--- config.mk ---
export PLATFORM = sky130hd
export DESIGN_NAME = lfs_fault_supervisor
export DESIGN_NICKNAME = d
export VERILOG_FILES = /design/src/include/lfs_pkg.sv /design/src/include/lfs_timer_if.sv /design/src/core/lfs_low_timer.sv /design/src/core/lfs_fault_supervisor.sv
export VERILOG_INCLUDE_DIRS = /design/src /design/src/include
export SDC_FILE = /design/constraint.sdc
export NUM_CORES = 1
export LEC_CHECK = 0
export BUFFER_PORTS_ARGS = -buffer_cell sky130_fd_sc_hd__buf_2
export CORE_AREA = 2 2 108 110
export DETAILED_ROUTE_END_ITERATION = 16
export DIE_AREA = 0 0 110 112
export PLACE_DENSITY = 0.81
export SLEW_MARGIN = 10
export SYNTH_ARGS = -nofsm -noshare
export SYNTH_HDL_FRONTEND = slang
export SYNTH_SLANG_ARGS = --single-unit
--- constraint.sdc ---
create_clock -name mclk -period 1.99 [get_ports mclk]
set_input_delay 0.398 -clock mclk [delete_from_list [all_inputs] [get_ports mclk]]
set_output_delay 0.398 -clock mclk [all_outputs]
set_load 0.01 [all_outputs]
--- src/include/lfs_params.svh ---
// Purpose: Timing counts and pin vector layout of the fault supervisor
// Assumes: mclk at 250 MHz
// Notes: Long counts are defaults of top-level parameters
`ifndef LFS_PARAMS_SVH
`define LFS_PARAMS_SVH

// Clock period and documented times, each in its own unit
`define LFS_CLK_PERIOD_NS 4
`define LFS_CLEAR_TIME_MS 16
`define LFS_LOCKOUT_TIME_US 50
`define LFS_SHUTDOWN_TIME_US 3

// Derived cycle counts
`define LFS_CLEAR_CYC (`LFS_CLEAR_TIME_MS * 1000000 / `LFS_CLK_PERIOD_NS)
`define LFS_LOCKOUT_CYC (`LFS_LOCKOUT_TIME_US * 1000 / `LFS_CLK_PERIOD_NS)
`define LFS_SHUTDOWN_CYC (`LFS_SHUTDOWN_TIME_US * 1000 / `LFS_CLK_PERIOD_NS)

// Counter width and switching clock half period
`define LFS_CNT_W 23
`define LFS_SW_HALF 7'h3F
`define LFS_SKIP_PERIODS 2'h2

// Fields of the synchronised pin vector
`define LFS_PIN_W 22
`define LFS_P_EN 21
`define LFS_P_DIM 20
`define LFS_P_VAR 19
`define LFS_P_SHORT 15
`define LFS_P_REG 11
`define LFS_P_NOCUR 7
`define LFS_P_OV 6
`define LFS_P_OVREL 5
`define LFS_P_SOV 4
`define LFS_P_CYC 3
`define LFS_P_SIL 2
`define LFS_P_IOCP 1
`define LFS_P_LOCK 0

`endif

--- src/include/lfs_pkg.sv ---
// Purpose: Types shared by the fault supervisor files
// Assumes: lfs_params.svh supplies the widths
// Notes: Holds types only
`include "lfs_params.svh"

package lfs_pkg;

  // Power state, one-hot
  typedef enum logic [2:0]
  {
    ST_SLEEP = 3'b001,
    ST_LOCKOUT = 3'b010,
    ST_ACTIVE = 3'b100
  } lfs_state_e;

  typedef logic [3:0] lfs_chan_t;
  typedef logic [`LFS_CNT_W-1:0] lfs_count_t;

endpackage : lfs_pkg

--- src/include/lfs_timer_if.sv ---
// Purpose: Link between the supervisor and a low-time timer
// Assumes: One timer per interface instance
// Notes: Owner arms and sets the limit, timer reports expiry
`timescale 1ns/100ps

interface lfs_timer_if;
  logic arm;
  lfs_pkg::lfs_count_t limit;
  logic expired;
  modport owner (output arm, output limit, input expired);
  modport timer (input arm, input limit, output expired);
endinterface : lfs_timer_if

--- src/core/lfs_low_timer.sv ---
// Purpose: Qualifies how long a condition has held
// Assumes: arm comes from logic on mclk
// Notes: Expired stays high while armed past the limit
`timescale 1ns/100ps
`include "lfs_params.svh"

module lfs_low_timer
(
  input wire logic mclk,
  input wire logic reset,
  lfs_timer_if.timer tif
);

  lfs_pkg::lfs_count_t count;

  // Restart from zero whenever the condition lapses
  always_ff @(posedge mclk)
  begin
    if (reset || !tif.arm)
      count <= '0;
    else if (count != tif.limit)
      count <= count + `LFS_CNT_W'(1);
  end

  assign tif.expired = tif.arm && (count == tif.limit);
endmodule : lfs_low_timer

--- src/core/lfs_fault_supervisor.sv ---
// Purpose: Fault supervision of a four-string boost LED driver
// Assumes: All pin inputs are asynchronous to mclk
// Notes: Comparators of the power stage arrive as level events
`timescale 1ns/100ps
`include "lfs_params.svh"

////////////////////////////////////////////////////////////////////////
// Summary of operation
// - Enable high, dimming low over 16 ms clears latched faults, no sleep.
// - After such a clear, next dimming rise starts a full soft start.
// - Bias supply and switching clock stay on while enable is high.
// - A sink above the short threshold is disabled; other strings run.
// - Standard variant: string short pulls fault low, latched until cleared.
// - Alternate variant: string short disables channel, fault stays high.
// - Short detection armed only while some sink sits at regulation level.
// - Overvoltage event comes from the sense pin current comparator.
// - Overvoltage is not latched and never asserts fault; switching stops.
// - On overvoltage idle strings drop out; boost resumes below 97 percent.
// - Secondary overvoltage stops switching and sinks, latched off.
// - Cycle current limit ends on-time, skips a cycle, sets no fault.
// - Secondary switch current limit shuts down at once, latched off.
// - Input overcurrent shuts down within 3 us, latched, fault set.
// - Input overcurrent turns the disconnect gate off at once.
// - Enable above lockout level; disable after 50 us below it.
// - Enable low 16 ms sleeps; next enable rise clears all latches.
// - Input lockout clears every latched fault and turns boost, sinks and disconnect off.
module lfs_fault_supervisor
#(
  parameter lfs_pkg::lfs_count_t CLEAR_CYC = `LFS_CNT_W'(`LFS_CLEAR_CYC),
  parameter lfs_pkg::lfs_count_t LOCKOUT_CYC = `LFS_CNT_W'(`LFS_LOCKOUT_CYC)
)
(
  input wire logic mclk,
  input wire logic reset,
  input wire logic enable_pin,
  input wire logic dimming_pin,
  input wire logic variant_alt,
  input wire logic [3:0] string_short_threshold,
  input wire logic [3:0] sink_at_regulation,
  input wire logic [3:0] sink_no_current,
  input wire logic overvoltage_event,
  input wire logic overvoltage_release,
  input wire logic secondary_overvoltage_event,
  input wire logic cycle_current_limit_event,
  input wire logic secondary_switch_current_limit,
  input wire logic input_sense_trip_level,
  input wire logic input_lockout_threshold,
  output logic boost_gate,
  output logic [3:0] sink_enable,
  output logic disconnect_gate_on,
  output logic fault_pin_out,
  output logic fault_pin_oe,
  output logic bias_enable,
  output logic switch_clock_out,
  output logic soft_start_go
);

  ////////////////////////////////////////////////////////////////////
  // Pin synchronisers

  logic [`LFS_PIN_W-1:0] pin_meta;
  logic [`LFS_PIN_W-1:0] pin_sync;

  // Two stages before any logic looks at a pin
  always_ff @(posedge mclk)
  begin
    if (reset)
    begin
      pin_meta <= '0;
      pin_sync <= '0;
    end
    else
    begin
      pin_meta <= {enable_pin, dimming_pin, variant_alt, string_short_threshold,
                   sink_at_regulation, sink_no_current, overvoltage_event,
                   overvoltage_release, secondary_overvoltage_event,
                   cycle_current_limit_event, secondary_switch_current_limit,
                   input_sense_trip_level, input_lockout_threshold};
      pin_sync <= pin_meta;
    end
  end

  logic en_s;
  logic dim_s;
  logic var_s;
  lfs_pkg::lfs_chan_t short_s;
  lfs_pkg::lfs_chan_t reg_s;
  lfs_pkg::lfs_chan_t nocur_s;
  logic ov_s;
  logic ovrel_s;
  logic sov_s;
  logic cyc_s;
  logic sil_s;
  logic iocp_s;
  logic lock_s;

  assign en_s = pin_sync[`LFS_P_EN];
  assign dim_s = pin_sync[`LFS_P_DIM];
  assign var_s = pin_sync[`LFS_P_VAR];
  assign short_s = pin_sync[`LFS_P_SHORT +: 4];
  assign reg_s = pin_sync[`LFS_P_REG +: 4];
  assign nocur_s = pin_sync[`LFS_P_NOCUR +: 4];
  assign ov_s = pin_sync[`LFS_P_OV];
  assign ovrel_s = pin_sync[`LFS_P_OVREL];
  assign sov_s = pin_sync[`LFS_P_SOV];
  assign cyc_s = pin_sync[`LFS_P_CYC];
  assign sil_s = pin_sync[`LFS_P_SIL];
  assign iocp_s = pin_sync[`LFS_P_IOCP];
  assign lock_s = pin_sync[`LFS_P_LOCK];

  ////////////////////////////////////////////////////////////////////
  // Low-time timers

  lfs_timer_if en_tif ();
  lfs_timer_if dim_tif ();
  lfs_timer_if lock_tif ();

  // Enable low, dimming low under enable, supply below lockout
  assign en_tif.arm = !en_s;
  assign en_tif.limit = CLEAR_CYC;
  assign dim_tif.arm = en_s && !dim_s;
  assign dim_tif.limit = CLEAR_CYC;
  assign lock_tif.arm = !lock_s;
  assign lock_tif.limit = LOCKOUT_CYC;

  lfs_low_timer u_en_timer (.mclk(mclk), .reset(reset), .tif(en_tif));
  lfs_low_timer u_dim_timer (.mclk(mclk), .reset(reset), .tif(dim_tif));
  lfs_low_timer u_lock_timer (.mclk(mclk), .reset(reset), .tif(lock_tif));

  ////////////////////////////////////////////////////////////////////
  // Power state

  lfs_pkg::lfs_state_e state;
  lfs_pkg::lfs_state_e next_state;
  logic clear_all;

  // Sleep, supply lockout and active operation
  always_comb
  begin
    next_state = state;
    unique case (state)
      lfs_pkg::ST_SLEEP:
        if (en_s)
          next_state = lfs_pkg::ST_LOCKOUT;
      lfs_pkg::ST_LOCKOUT:
        if (en_tif.expired)
          next_state = lfs_pkg::ST_SLEEP;
        else if (lock_s)
          next_state = lfs_pkg::ST_ACTIVE;
      lfs_pkg::ST_ACTIVE:
        if (en_tif.expired)
          next_state = lfs_pkg::ST_SLEEP;
        else if (lock_tif.expired)
          next_state = lfs_pkg::ST_LOCKOUT;
    endcase
  end

  always_ff @(posedge mclk)
  begin
    if (reset)
      state <= lfs_pkg::ST_SLEEP;
    else
      state <= next_state;
  end

  // Wake from sleep, long dimming low, or supply lockout
  assign clear_all = ((state == lfs_pkg::ST_SLEEP) && en_s)
                     || dim_tif.expired
                     || (state == lfs_pkg::ST_LOCKOUT);

  ////////////////////////////////////////////////////////////////////
  // Fault latches, set wins over clear

  lfs_pkg::lfs_chan_t short_flag;
  lfs_pkg::lfs_chan_t open_flag;
  lfs_pkg::lfs_chan_t short_set;
  lfs_pkg::lfs_chan_t open_set;
  logic sov_flag;
  logic sil_flag;
  logic iocp_flag;
  logic trip;
  logic latched_any;
  logic set_any;
  logic armed;

  // Short detection needs one string still in regulation
  assign armed = |reg_s;
  assign short_set = short_s & sink_enable & {4{armed}};
  assign open_set = nocur_s & sink_enable & {4{ov_s}};
  assign trip = sov_flag || sil_flag || iocp_flag;
  assign latched_any = trip || (|short_flag) || (|open_flag);
  assign set_any = (|short_set) || (|open_set) || sov_s || sil_s || iocp_s;

  // Per-string removal keeps other strings running
  always_ff @(posedge mclk)
  begin
    if (reset)
    begin
      short_flag <= '0;
      open_flag <= '0;
    end
    else
    begin
      short_flag <= short_set | (clear_all ? '0 : short_flag);
      open_flag <= open_set | (clear_all ? '0 : open_flag);
    end
  end

  // Latched-off conditions
  always_ff @(posedge mclk)
  begin
    if (reset)
    begin
      sov_flag <= 1'b0;
      sil_flag <= 1'b0;
      iocp_flag <= 1'b0;
    end
    else
    begin
      sov_flag <= sov_s || (sov_flag && !clear_all);
      sil_flag <= sil_s || (sil_flag && !clear_all);
      iocp_flag <= iocp_s || (iocp_flag && !clear_all);
    end
  end

  ////////////////////////////////////////////////////////////////////
  // Overvoltage hold and cycle skip

  logic ov_stop;
  logic [1:0] skip_cnt;
  logic [6:0] sw_cnt;
  logic period_start;

  // Not a latched fault; released by the 97 percent comparator
  always_ff @(posedge mclk)
  begin
    if (reset)
      ov_stop <= 1'b0;
    else
      ov_stop <= ov_s || (ov_stop && !ovrel_s);
  end

  // Switching clock runs whenever bias is up
  always_ff @(posedge mclk)
  begin
    if (reset || !bias_enable)
    begin
      sw_cnt <= '0;
      switch_clock_out <= 1'b0;
    end
    else if (sw_cnt == `LFS_SW_HALF)
    begin
      sw_cnt <= '0;
      switch_clock_out <= !switch_clock_out;
    end
    else
      sw_cnt <= sw_cnt + 7'h01;
  end

  assign period_start = bias_enable && (sw_cnt == `LFS_SW_HALF) && !switch_clock_out;

  // Truncated period plus one whole skipped period
  always_ff @(posedge mclk)
  begin
    if (reset)
      skip_cnt <= '0;
    else if (cyc_s)
      skip_cnt <= `LFS_SKIP_PERIODS;
    else if (period_start && (skip_cnt != 2'h0))
      skip_cnt <= skip_cnt - 2'h1;
  end

  ////////////////////////////////////////////////////////////////////
  // Soft start request

  logic ss_pending;
  logic dim_d;

  // Armed by any clear; fired by the next dimming rise
  always_ff @(posedge mclk)
  begin
    if (reset)
    begin
      ss_pending <= 1'b1;
      dim_d <= 1'b0;
      soft_start_go <= 1'b0;
    end
    else
    begin
      dim_d <= dim_s;
      soft_start_go <= 1'b0;
      if (clear_all)
        ss_pending <= 1'b1;
      else if (dim_s && !dim_d && ss_pending && (state == lfs_pkg::ST_ACTIVE))
      begin
        ss_pending <= 1'b0;
        soft_start_go <= 1'b1;
      end
    end
  end

  ////////////////////////////////////////////////////////////////////
  // Output drive

  logic run;
  assign run = (state == lfs_pkg::ST_ACTIVE) && en_s && !trip;

  // Registered gates; latched hazards drop them one edge after their flag sets
  always_ff @(posedge mclk)
  begin
    if (reset)
    begin
      boost_gate <= 1'b0;
      sink_enable <= '0;
      disconnect_gate_on <= 1'b0;
      fault_pin_oe <= 1'b0;
    end
    else
    begin
      boost_gate <= run && dim_s && !ov_stop && !cyc_s
                    && (skip_cnt == 2'h0) && switch_clock_out;
      sink_enable <= (run && dim_s) ? ~(short_flag | open_flag) : '0;
      disconnect_gate_on <= run;
      fault_pin_oe <= trip || ((|short_flag) && !var_s);
    end
  end

  // Open drain: only ever pulls low
  assign fault_pin_out = 1'b0;
  assign bias_enable = (state != lfs_pkg::ST_SLEEP);

  localparam int SHUT_MAX = `LFS_SHUTDOWN_CYC;
endmodule : lfs_fault_supervisor

Word-level counts from Yosys, hierarchy flattened
Index checks and enable logic that the tools add are counted.
{"block": "word_totals", "register_bits": 148, "input_bits": 24, "word_cells": 121, "out_inout_bits": 11}
{"block": "op_classes", "muxes": 11, "bitwise_logic": 9, "eq_ne": 14, "reduce_logical": 59, "n_addsub": 5}
{"op": "$add 23x1->23 const B", "count": 3}
{"op": "$eq 23x22->1 const B", "count": 2}
{"op": "$ne 23x22->1 const B", "count": 2}
{"op": "$eq 23x14->1 const B", "count": 1}
{"op": "$logic_and 1x1->1", "count": 23}
{"op": "$ne 23x14->1 const B", "count": 1}
{"op": "$and 4x4->4", "count": 4}
{"op": "$mux 3", "count": 5}
{"op": "$logic_not 1->1", "count": 13}
{"op": "$logic_or 1x1->1", "count": 13}
{"op": "$or 4x4->4", "count": 3}
{"op": "$pmux 3 s3", "count": 1}
{"op": "$mux 4", "count": 2}
{"op": "$reduce_or 2->1", "count": 4}
{"op": "$reduce_or 4->1", "count": 2}
{"op": "$add 7x1->7 const B", "count": 1}
{"op": "$eq 7x6->1 const B", "count": 1}
{"op": "$ne 3x3->1 const B", "count": 2}
{"op": "$mux 2", "count": 2}
{"op": "$not 4->4", "count": 1}
{"op": "$reduce_bool 2->1", "count": 2}
{"op": "$eq 3x1->1 const B", "count": 1}
{"op": "$eq 3x2->1 const B", "count": 1}
{"op": "$eq 3x3->1 const B", "count": 1}
{"op": "7 further kinds", "count": 7}

Logic depth before layout (Yosys ltp)
Gate-level depths: netlist (run 1).
{"block": "logic_depth", "ltp_word": 9, "depth_mapped": 7, "mapped_depth_nobuf": 6}

By module
A second synthesis (run 1) with hierarchy kept.
{"block": "unflattened", "cells_unflattened": 742, "area_unflattened_um2": 6859.1}
{"mod": "lfs_low_timer", "n_inst": 3, "cells_each": 171, "area_each_um2": 1442.6, "seq_area_each_um2": 460.4}
{"mod": "lfs_fault_supervisor", "n_inst": 1, "cells_each": 229, "area_each_um2": 2531.2, "seq_area_each_um2": 1581.5}

Least setup slack after synthesis (run 1)
OpenSTA, ideal clock, no wires.
{"block": "synth_path", "kind": "reg2reg", "startpoint": "register u_lock_timer.count[1]", "endpoint": "register u_lock_timer.count[22]", "t_required_ps": 1904, "period_less_slack_ps": 1967, "path_buffers": 1, "setup_time_ps": 86, "path_slack_ps": 23, "t_arrival_ps": 1880, "path_stages_with_launch": 7, "cell_sequence": "dfxtp_1 -> ha_1 -> nand3_1 -> or4_1 -> buf_2 -> or4_4 -> a221oi_2"}
{"block": "synth_via", "elab_chain_len": 1, "word_cells_on_any_way": 2, "classes_between": "add/sub (1); eq/ne (1)"}
{"element": "from (decl)", "line_no": "lfs_low_timer.sv:14", "source": "lfs_pkg::lfs_count_t count;"}
{"element": "from (signal assigned)", "line_no": "lfs_low_timer.sv:22", "source": "count <= count + `LFS_CNT_W'(1);"}
{"element": "$add 23x1->23 / $ne 23x14->1 (equally long branches)", "line_no": "lfs_low_timer.sv:22, lfs_low_timer.sv:21"}
Several ways; a longest one is shown, not always the timed one.
A chain may end at the register's enable or synchronous reset.

Worst setup path in the final report (run 1)
{"block": "layout_path", "startpoint": "register u_lock_timer.count[8]", "endpoint": "register u_lock_timer.count[20]"}
Same word-level chain as after synthesis.

==> impl_metrics.toml, run 1 <==
[detailed_routing]
firstDrtPassIters = 4
drc = 0
num_vias = 4828
wl_um = 12500
wl_per_cell_um = 14.7
drt-initial-drc-count = 268
avgViaCountPerCell = 5.69
ant_nets = 0

[power]
switching_share_pct = 24.2
power_frac_seq_pct = 45.7
ir_drop_mv = 0.724
p_switching_uw = 1630
comb_power_share_pct = 4.3
intPower_uw = 5100
pwr_density_cell_mw_per_mm2 = 958
clkPwrFrac_pct = 50.0
p_leak_uw = 0.00249

[setup_path]
reg2reg_depth = 5
max_stage_delay_ns = 0.56
ff2ff_setup_slack_ns = 0.09
cp_max_fo = 9
crit_path_start = "u_lock_timer.count[8]"
crit_buf_inv = 1
crit_path_start_kind = "flip-flop"
r2r_start = "u_lock_timer.count[8]"
path_cells = "nand4_2 -> or4_1 -> buf_4 -> or3_2 -> a21oi_1"
end_kind = "flip-flop"
critPathKind = "flip-flop to flip-flop"
r2r_end = "u_lock_timer.count[20]"
arrival_ns = 2.24
cp.required_ns = 2.33
cp_top_family = "simple AND/OR/NAND/NOR gates"
slowest_stage = "or4_1"

[final_layout]
fin_cells = 849
layout.nets = 725
finalInstanceArea_mm2 = 0.00702
drive_gt1_share_pct = 15.3
area_delta_synth_final_pct = 18.3
n_antenna_cell = 0
num-fill-cells = 836
multi_input_area_mm2 = 0.00281
regArea_mm2 = 0.00297

[grt]
grt_usage_pct = 21.8
globalRouteMet1Util_pct = 26.6
top_usage_layer = "met2"
grt_pass1_wl_um = 21600
grt_pass1_vias = 4809
met3_usage_pct = 4.80
grt_max_degree = 40
antenna_found_initial = 0
grt.overflow.total = 0
grt.met2_usage_pct = 37.3

[timing]
fin_worst_skew_ns = 0.0123
finalMaxSlewViolations = 0
rsz0062_at_grt = "no"
finalCritPeriodShare_pct = 95.4
setup_viol = 0
tns_ns = 0
period_needed_ns = 1.90
max_freq_mhz = 527
hold_violations = 0
whs_ns = 0.189

[placement]
dpl_cell_area_mm2 = 0.00633
dpl.cell_count = 816
gp_congestion = 0.832
dp_hpwl_um = 8400
io_buffer_count = 33

[logic_synthesis]
yosysSeqAreaShare_pct = 50.0
synthAdderAreaFrac_pct = 1.69
synth_compound_area_share_pct = 11.1
yosys_warnings = 0
synth_xor_area_share_pct = 4.58
synth_top_flop_cell = "dfxtp_1"
syn_area_mm2 = 0.00593
synth_top_family_by_area = "simple AND/OR/NAND/NOR gates"
avgSynthCellArea_um2 = 9.22
synthMuxAreaShare_pct = 0.675
netlist_instances = 643
synth_edf_count = 0
synth.distinct_cells = 49
ys_ff_latch = 148
yosys.area_share.simple_pct = 28.8
syn_nets = 675
synthArstFlopShare_pct = 0

[floorplanning]
dieArea_mm2 = 0.0123
io_pins = 35
die_h_um = 112
row_count = 39
fp.dieW_um = 110
initial_utilization_pct = 53.1
core_mm2 = 0.0112

[clock_network]
cts-buffers-inserted = 17
worst_skew_pair.late_latency_ns = 0.41
cts_num_sinks = 148
htree_levels = 4
clkTransAtPathRegs_ns = 0.07
cts_max_path_buffers = 2
cts_root_buf = "clkbuf_16"
cts_tree = "done"

[run]
cap_viol_max_count = 0

[hold_path]
hp-start = "string_short_threshold[2]"
min_to = "pin_meta[17]"
hold_class = "input pin to flip-flop"
hold_depth = 2

[run_status]
status = "finished, final reports clean"
logic make-up (layout without fill, tap and decap cells):
family / after synthesis / after routing
adders and majority gates: 8 / 8
muxes: 4 / 4
and+or+nand+nor: 297 / 297
buffers and inverters: 48 / 111
xor gates and xnor gates: 31 / 31
DFF: 148 / 148
AOI/OAI and AO/OA: 106 / 106
other: 1 / 1
worst max path at each step:
stage	endpoint	depth (start not counted)
CTS	open_flag[0]	6
global placement	open_flag[2]	6
floorplan	u_lock_timer.count[22]	6
global route	u_lock_timer.count[20]	5
detailed placement	open_flag[0]	6
finish	u_lock_timer.count[20]	5
cells in the final DEF (no fill, tap or decap), types with 17 or more instances in the layout:
cell / count
nor2_1: 42
xor2_1: 18
dfxtp_1: 144
nand3_1: 28
inv_1: 23
nand2_1: 37
nand4_1: 19
nor2b_1: 51
o21ai_0: 35
or3_1: 25
clkbuf_16: 17
buf_2: 33
buf_4: 22
a21oi_1: 37
state kept, by name, summed over array words and instances, names as in the netlist, 4 cells and up:
name                count
pin_sync               22
pin_meta               22
u_lock_timer.count     23
sw_cnt                  7
open_flag               4
short_flag              4
u_dim_timer.count      23
sink_enable             4
u_en_timer.count       23
layer usage:
metal / vias to the layer above / wire (um)
li1: 2400 / -
met1: 2308 / 5330
met2: 98 / 6490
met3: 22 / 459
met4: 0 / 242
met5: - / 0
final cells by class:
class	instances	area share (%)
multi-input combinational	447	40.1
sequential	148	42.3
timing repair buffer	55	4.71
inverter	24	1.28
tap	143	2.55
clock inverter	15	3.00
clock buffer	17	6.06
power groups by stage:
stage | sequential, uW | clock (uW) | combinational (uW)
6_report | 3070 | 3360 | 288
5_1_grt | 3080 | 3530 | 325
4_1_cts | 3070 | 3400 | 288
3_5_place_dp | 3140 | 0 | 277
3_3_place_gp | 3140 | 0 | 263
2_1_floorplan | 3130 | 0 | 187
synth_stat cells (13+ instances only):
library cell | n | area share [%]
clkbuf_1 | 20 | 1.3
o21ai_0 | 35 | 3.0
nor2_1 | 42 | 2.7
xnor2_1 | 13 | 1.9
or3_1 | 25 | 2.6
nand4_1 | 19 | 2.0
nor4_1 | 13 | 1.4
nand2_1 | 37 | 2.3
a21oi_1 | 37 | 3.1
inv_1 | 23 | 1.5
dfxtp_1 | 148 | 50
nor2b_1 | 51 | 5.4
nor3_1 | 16 | 1.4
xor2_1 | 18 | 2.7
nand3_1 | 28 | 2.4
metrics by stage:
step           total power (uW)  setup WS, ns  util (%)
2_1_floorplan              3320        0.0233         -
3_3_place_gp               3400        0.0828      56.7
3_5_place_dp               3420      -0.00873      56.7
4_1_cts                    6760        0.0104      62.5
5_1_grt                    6940        0.0219      62.8
6_report                   6720        0.0925      62.8
timing repair:
item                       in CTS  in global routing
buffers inserted                0                  1
hold buffers                    0                  0
gates cloned                    0                  0
setup endpoints to repair      11                 20
pin swaps                       0                  1
gates resized for setup         2                  8
Power figures use the tool's default switching activity.
==> run 2: changes to the inputs <==
- clock period: 1.99 -> 1.6 ns (I/O delays scaled with it)
==> run 2 against run 1 <==
The run now ends with negative setup slack left. Global-route usage is 3.8 points higher. Core utilization rose by 12 points. Sequential share of layout area is 5.8 points lower. Critical endpoint is now short_flag[1]. Power up 23%. Routed wire length rose by 37%. Largest power group unchanged. Critical path depth rose by 2. Clock power increased by 17%. Critical path type unchanged.
==> impl_metrics.toml, run 2 (synthesis gave the netlist of run 1 again) <==
[grt]
antenna_found_initial = 0
grt_pass1_vias = 5305
grt_pass1_wl_um = 24800
grt_max_degree = 35
grt.overflow.total = 0
grt_usage_pct = 25.6

[setup_path]
cp.required_ns = 1.92
critPathKind = "flip-flop to flip-flop"
cp_max_fo = 6
path_cells = "inv_2 -> ha_4 -> nor4bb_4 -> nand4_1 -> buf_6 -> o311a_4 -> a32o_1"
crit_path_start_kind = "flip-flop"
end_kind = "flip-flop"
arrival_ns = 2.18
cp_top_family = "compound AO/OA/AOI/OAI gates"
max_stage_delay_ns = 0.35
slowest_stage = "o311a_4"
crit_buf_inv = 2

[clock_network]
htree_levels = 4
cts-buffers-inserted = 17
cts_max_path_buffers = 2
worst_skew_pair.late_latency_ns = 0.43
clkTransAtPathRegs_ns = 0.07
cts_num_sinks = 148
cts_hold_buffers = 0
cts_root_buf = "clkbuf_16"
cts_tree = "done"

[floorplanning]
io_pins = 35
dieArea_mm2 = 0.0123
row_count = 39
fp.dieW_um = 110
initial_utilization_pct = 53.1
core_mm2 = 0.0112
die_h_um = 112

[timing]
rsz0062_at_grt = "yes"
max_freq_mhz = 536
finalCritPeriodShare_pct = 117
hold_violations = 0
tns_ns = -4.03
worst_slack_ns = -0.264
setup_viol = 30
fin_worst_skew_ns = 0.00770
period_needed_ns = 1.86
finalMaxSlewViolations = 0

[detailed_routing]
wl_um = 17100
drc = 0
avgViaCountPerCell = 5.91
ant_nets = 0
num_vias = 5569
firstDrtPassIters = 5
wl_per_cell_um = 18.2
drt-initial-drc-count = 368

[final_layout]
top_regs = "u_dim_timer.count (23), u_en_timer.count (23), u_lock_timer.count (23)"
area_delta_synth_final_pct = 40.4
regArea_mm2 = 0.00304
num-fill-cells = 650
layout.nets = 819
mostFrequentLayoutCells = "107 x dfxtp_1, 101 x buf_4, 51 x nor2b_1"
n_antenna_cell = 0
drive_gt1_share_pct = 39.9
multi_input_area_mm2 = 0.00334
mostFrequentLayoutCell = "dfxtp_1"

[run_status]
violations = "negative setup slack"
status = "finished with violations"

[power]
pwr_density_cell_mw_per_mm2 = 993
p_leak_uw = 0.00310
ir_drop_mv = 0.923

[hold_path]
hold_class = "input pin to flip-flop"

[placement]
io_buffer_count = 33
dp_hpwl_um = 9150
pre_cts_ws_ns = -0.295
gp_congestion = 0.909

[run]
cap_viol_max_count = 0
[run 2: area by class of cell]
| cell class | count | share of cell area, % |
|---|---|---|
| Multi-Input combinational cell | 448 | 40.1 |
| Sequential cell | 148 | 36.5 |
| Timing Repair Buffer | 148 | 13.2 |
| Clock buffer | 19 | 5.32 |
| Tap cell | 143 | 2.15 |
| Clock inverter | 13 | 1.67 |
| Inverter | 24 | 1.17 |
[run 2: through the flow]
step / hold slack, ns / cells / utilization, % / instance area [um2] / total power [uW]
2_1_floorplan: 0.392 / 643 / - / 6040 / 4140
3_3_place_gp: 0.406 / 889 / 62.4 / 6970 / 4250
3_5_place_dp: 0.418 / 889 / 62.4 / 6970 / 4280
4_1_cts: 0.0860 / 929 / 70.1 / 7830 / 8190
5_1_grt: 0.0936 / 943 / 74.5 / 8330 / 8500
6_report: 0.0888 / 943 / 74.5 / 8330 / 8260
[run 2: final timing paths]
check,startpoint,to,slack (ns),depth (start not counted)
setup / recovery,u_dim_timer.count[0],short_flag[1],-0.26,7
hold reg to reg,open_flag[1],sink_enable[1],0.43,1
setup reg to reg,u_dim_timer.count[0],short_flag[1],-0.26,7
hold / removal,sink_no_current[2],pin_meta[9],0.09,2
[run 2: layer usage]
| layer | track usage, % | up-vias | part of all wire [%] |
|---|---|---|---|
| met1 | 30.6 | 2724 | 39 |
| met4 | 9.70 | 0 | 4.2 |
| li1 | - | 2603 | - |
| met5 | 0 | - | 0 |
| met3 | 6.09 | 64 | 4.5 |
| met2 | 43.8 | 178 | 53 |
[run 2: where the power goes]
group / internal [uW] / total [uW] / switching [uW]
registers: 3770 / 3840 / 63.5
logic: 247 / 507 / 260
clock network: 2230 / 3920 / 1690
total: 6250 / 8260 / 2010
[run 2: worst register-to-register path, cell delays in order (launching register included)]
cell and delay (ns):
dfxtp_2 0.33, inv_2 0.06, ha_4 0.14, nor4bb_4 0.29, nand4_1 0.20, buf_6 0.17
o311a_4 0.35, a32o_1 0.22
[run 2: what timing repair did]
| action | CTS | global route |
|---|---|---|
| resized for setup | 57 | 110 |
| pin swaps | 18 | 37 |
| setup buffers | 8 | 15 |
| gates cloned | 1 | 0 |
| endpoints found under the setup margin | 41 | 62 |
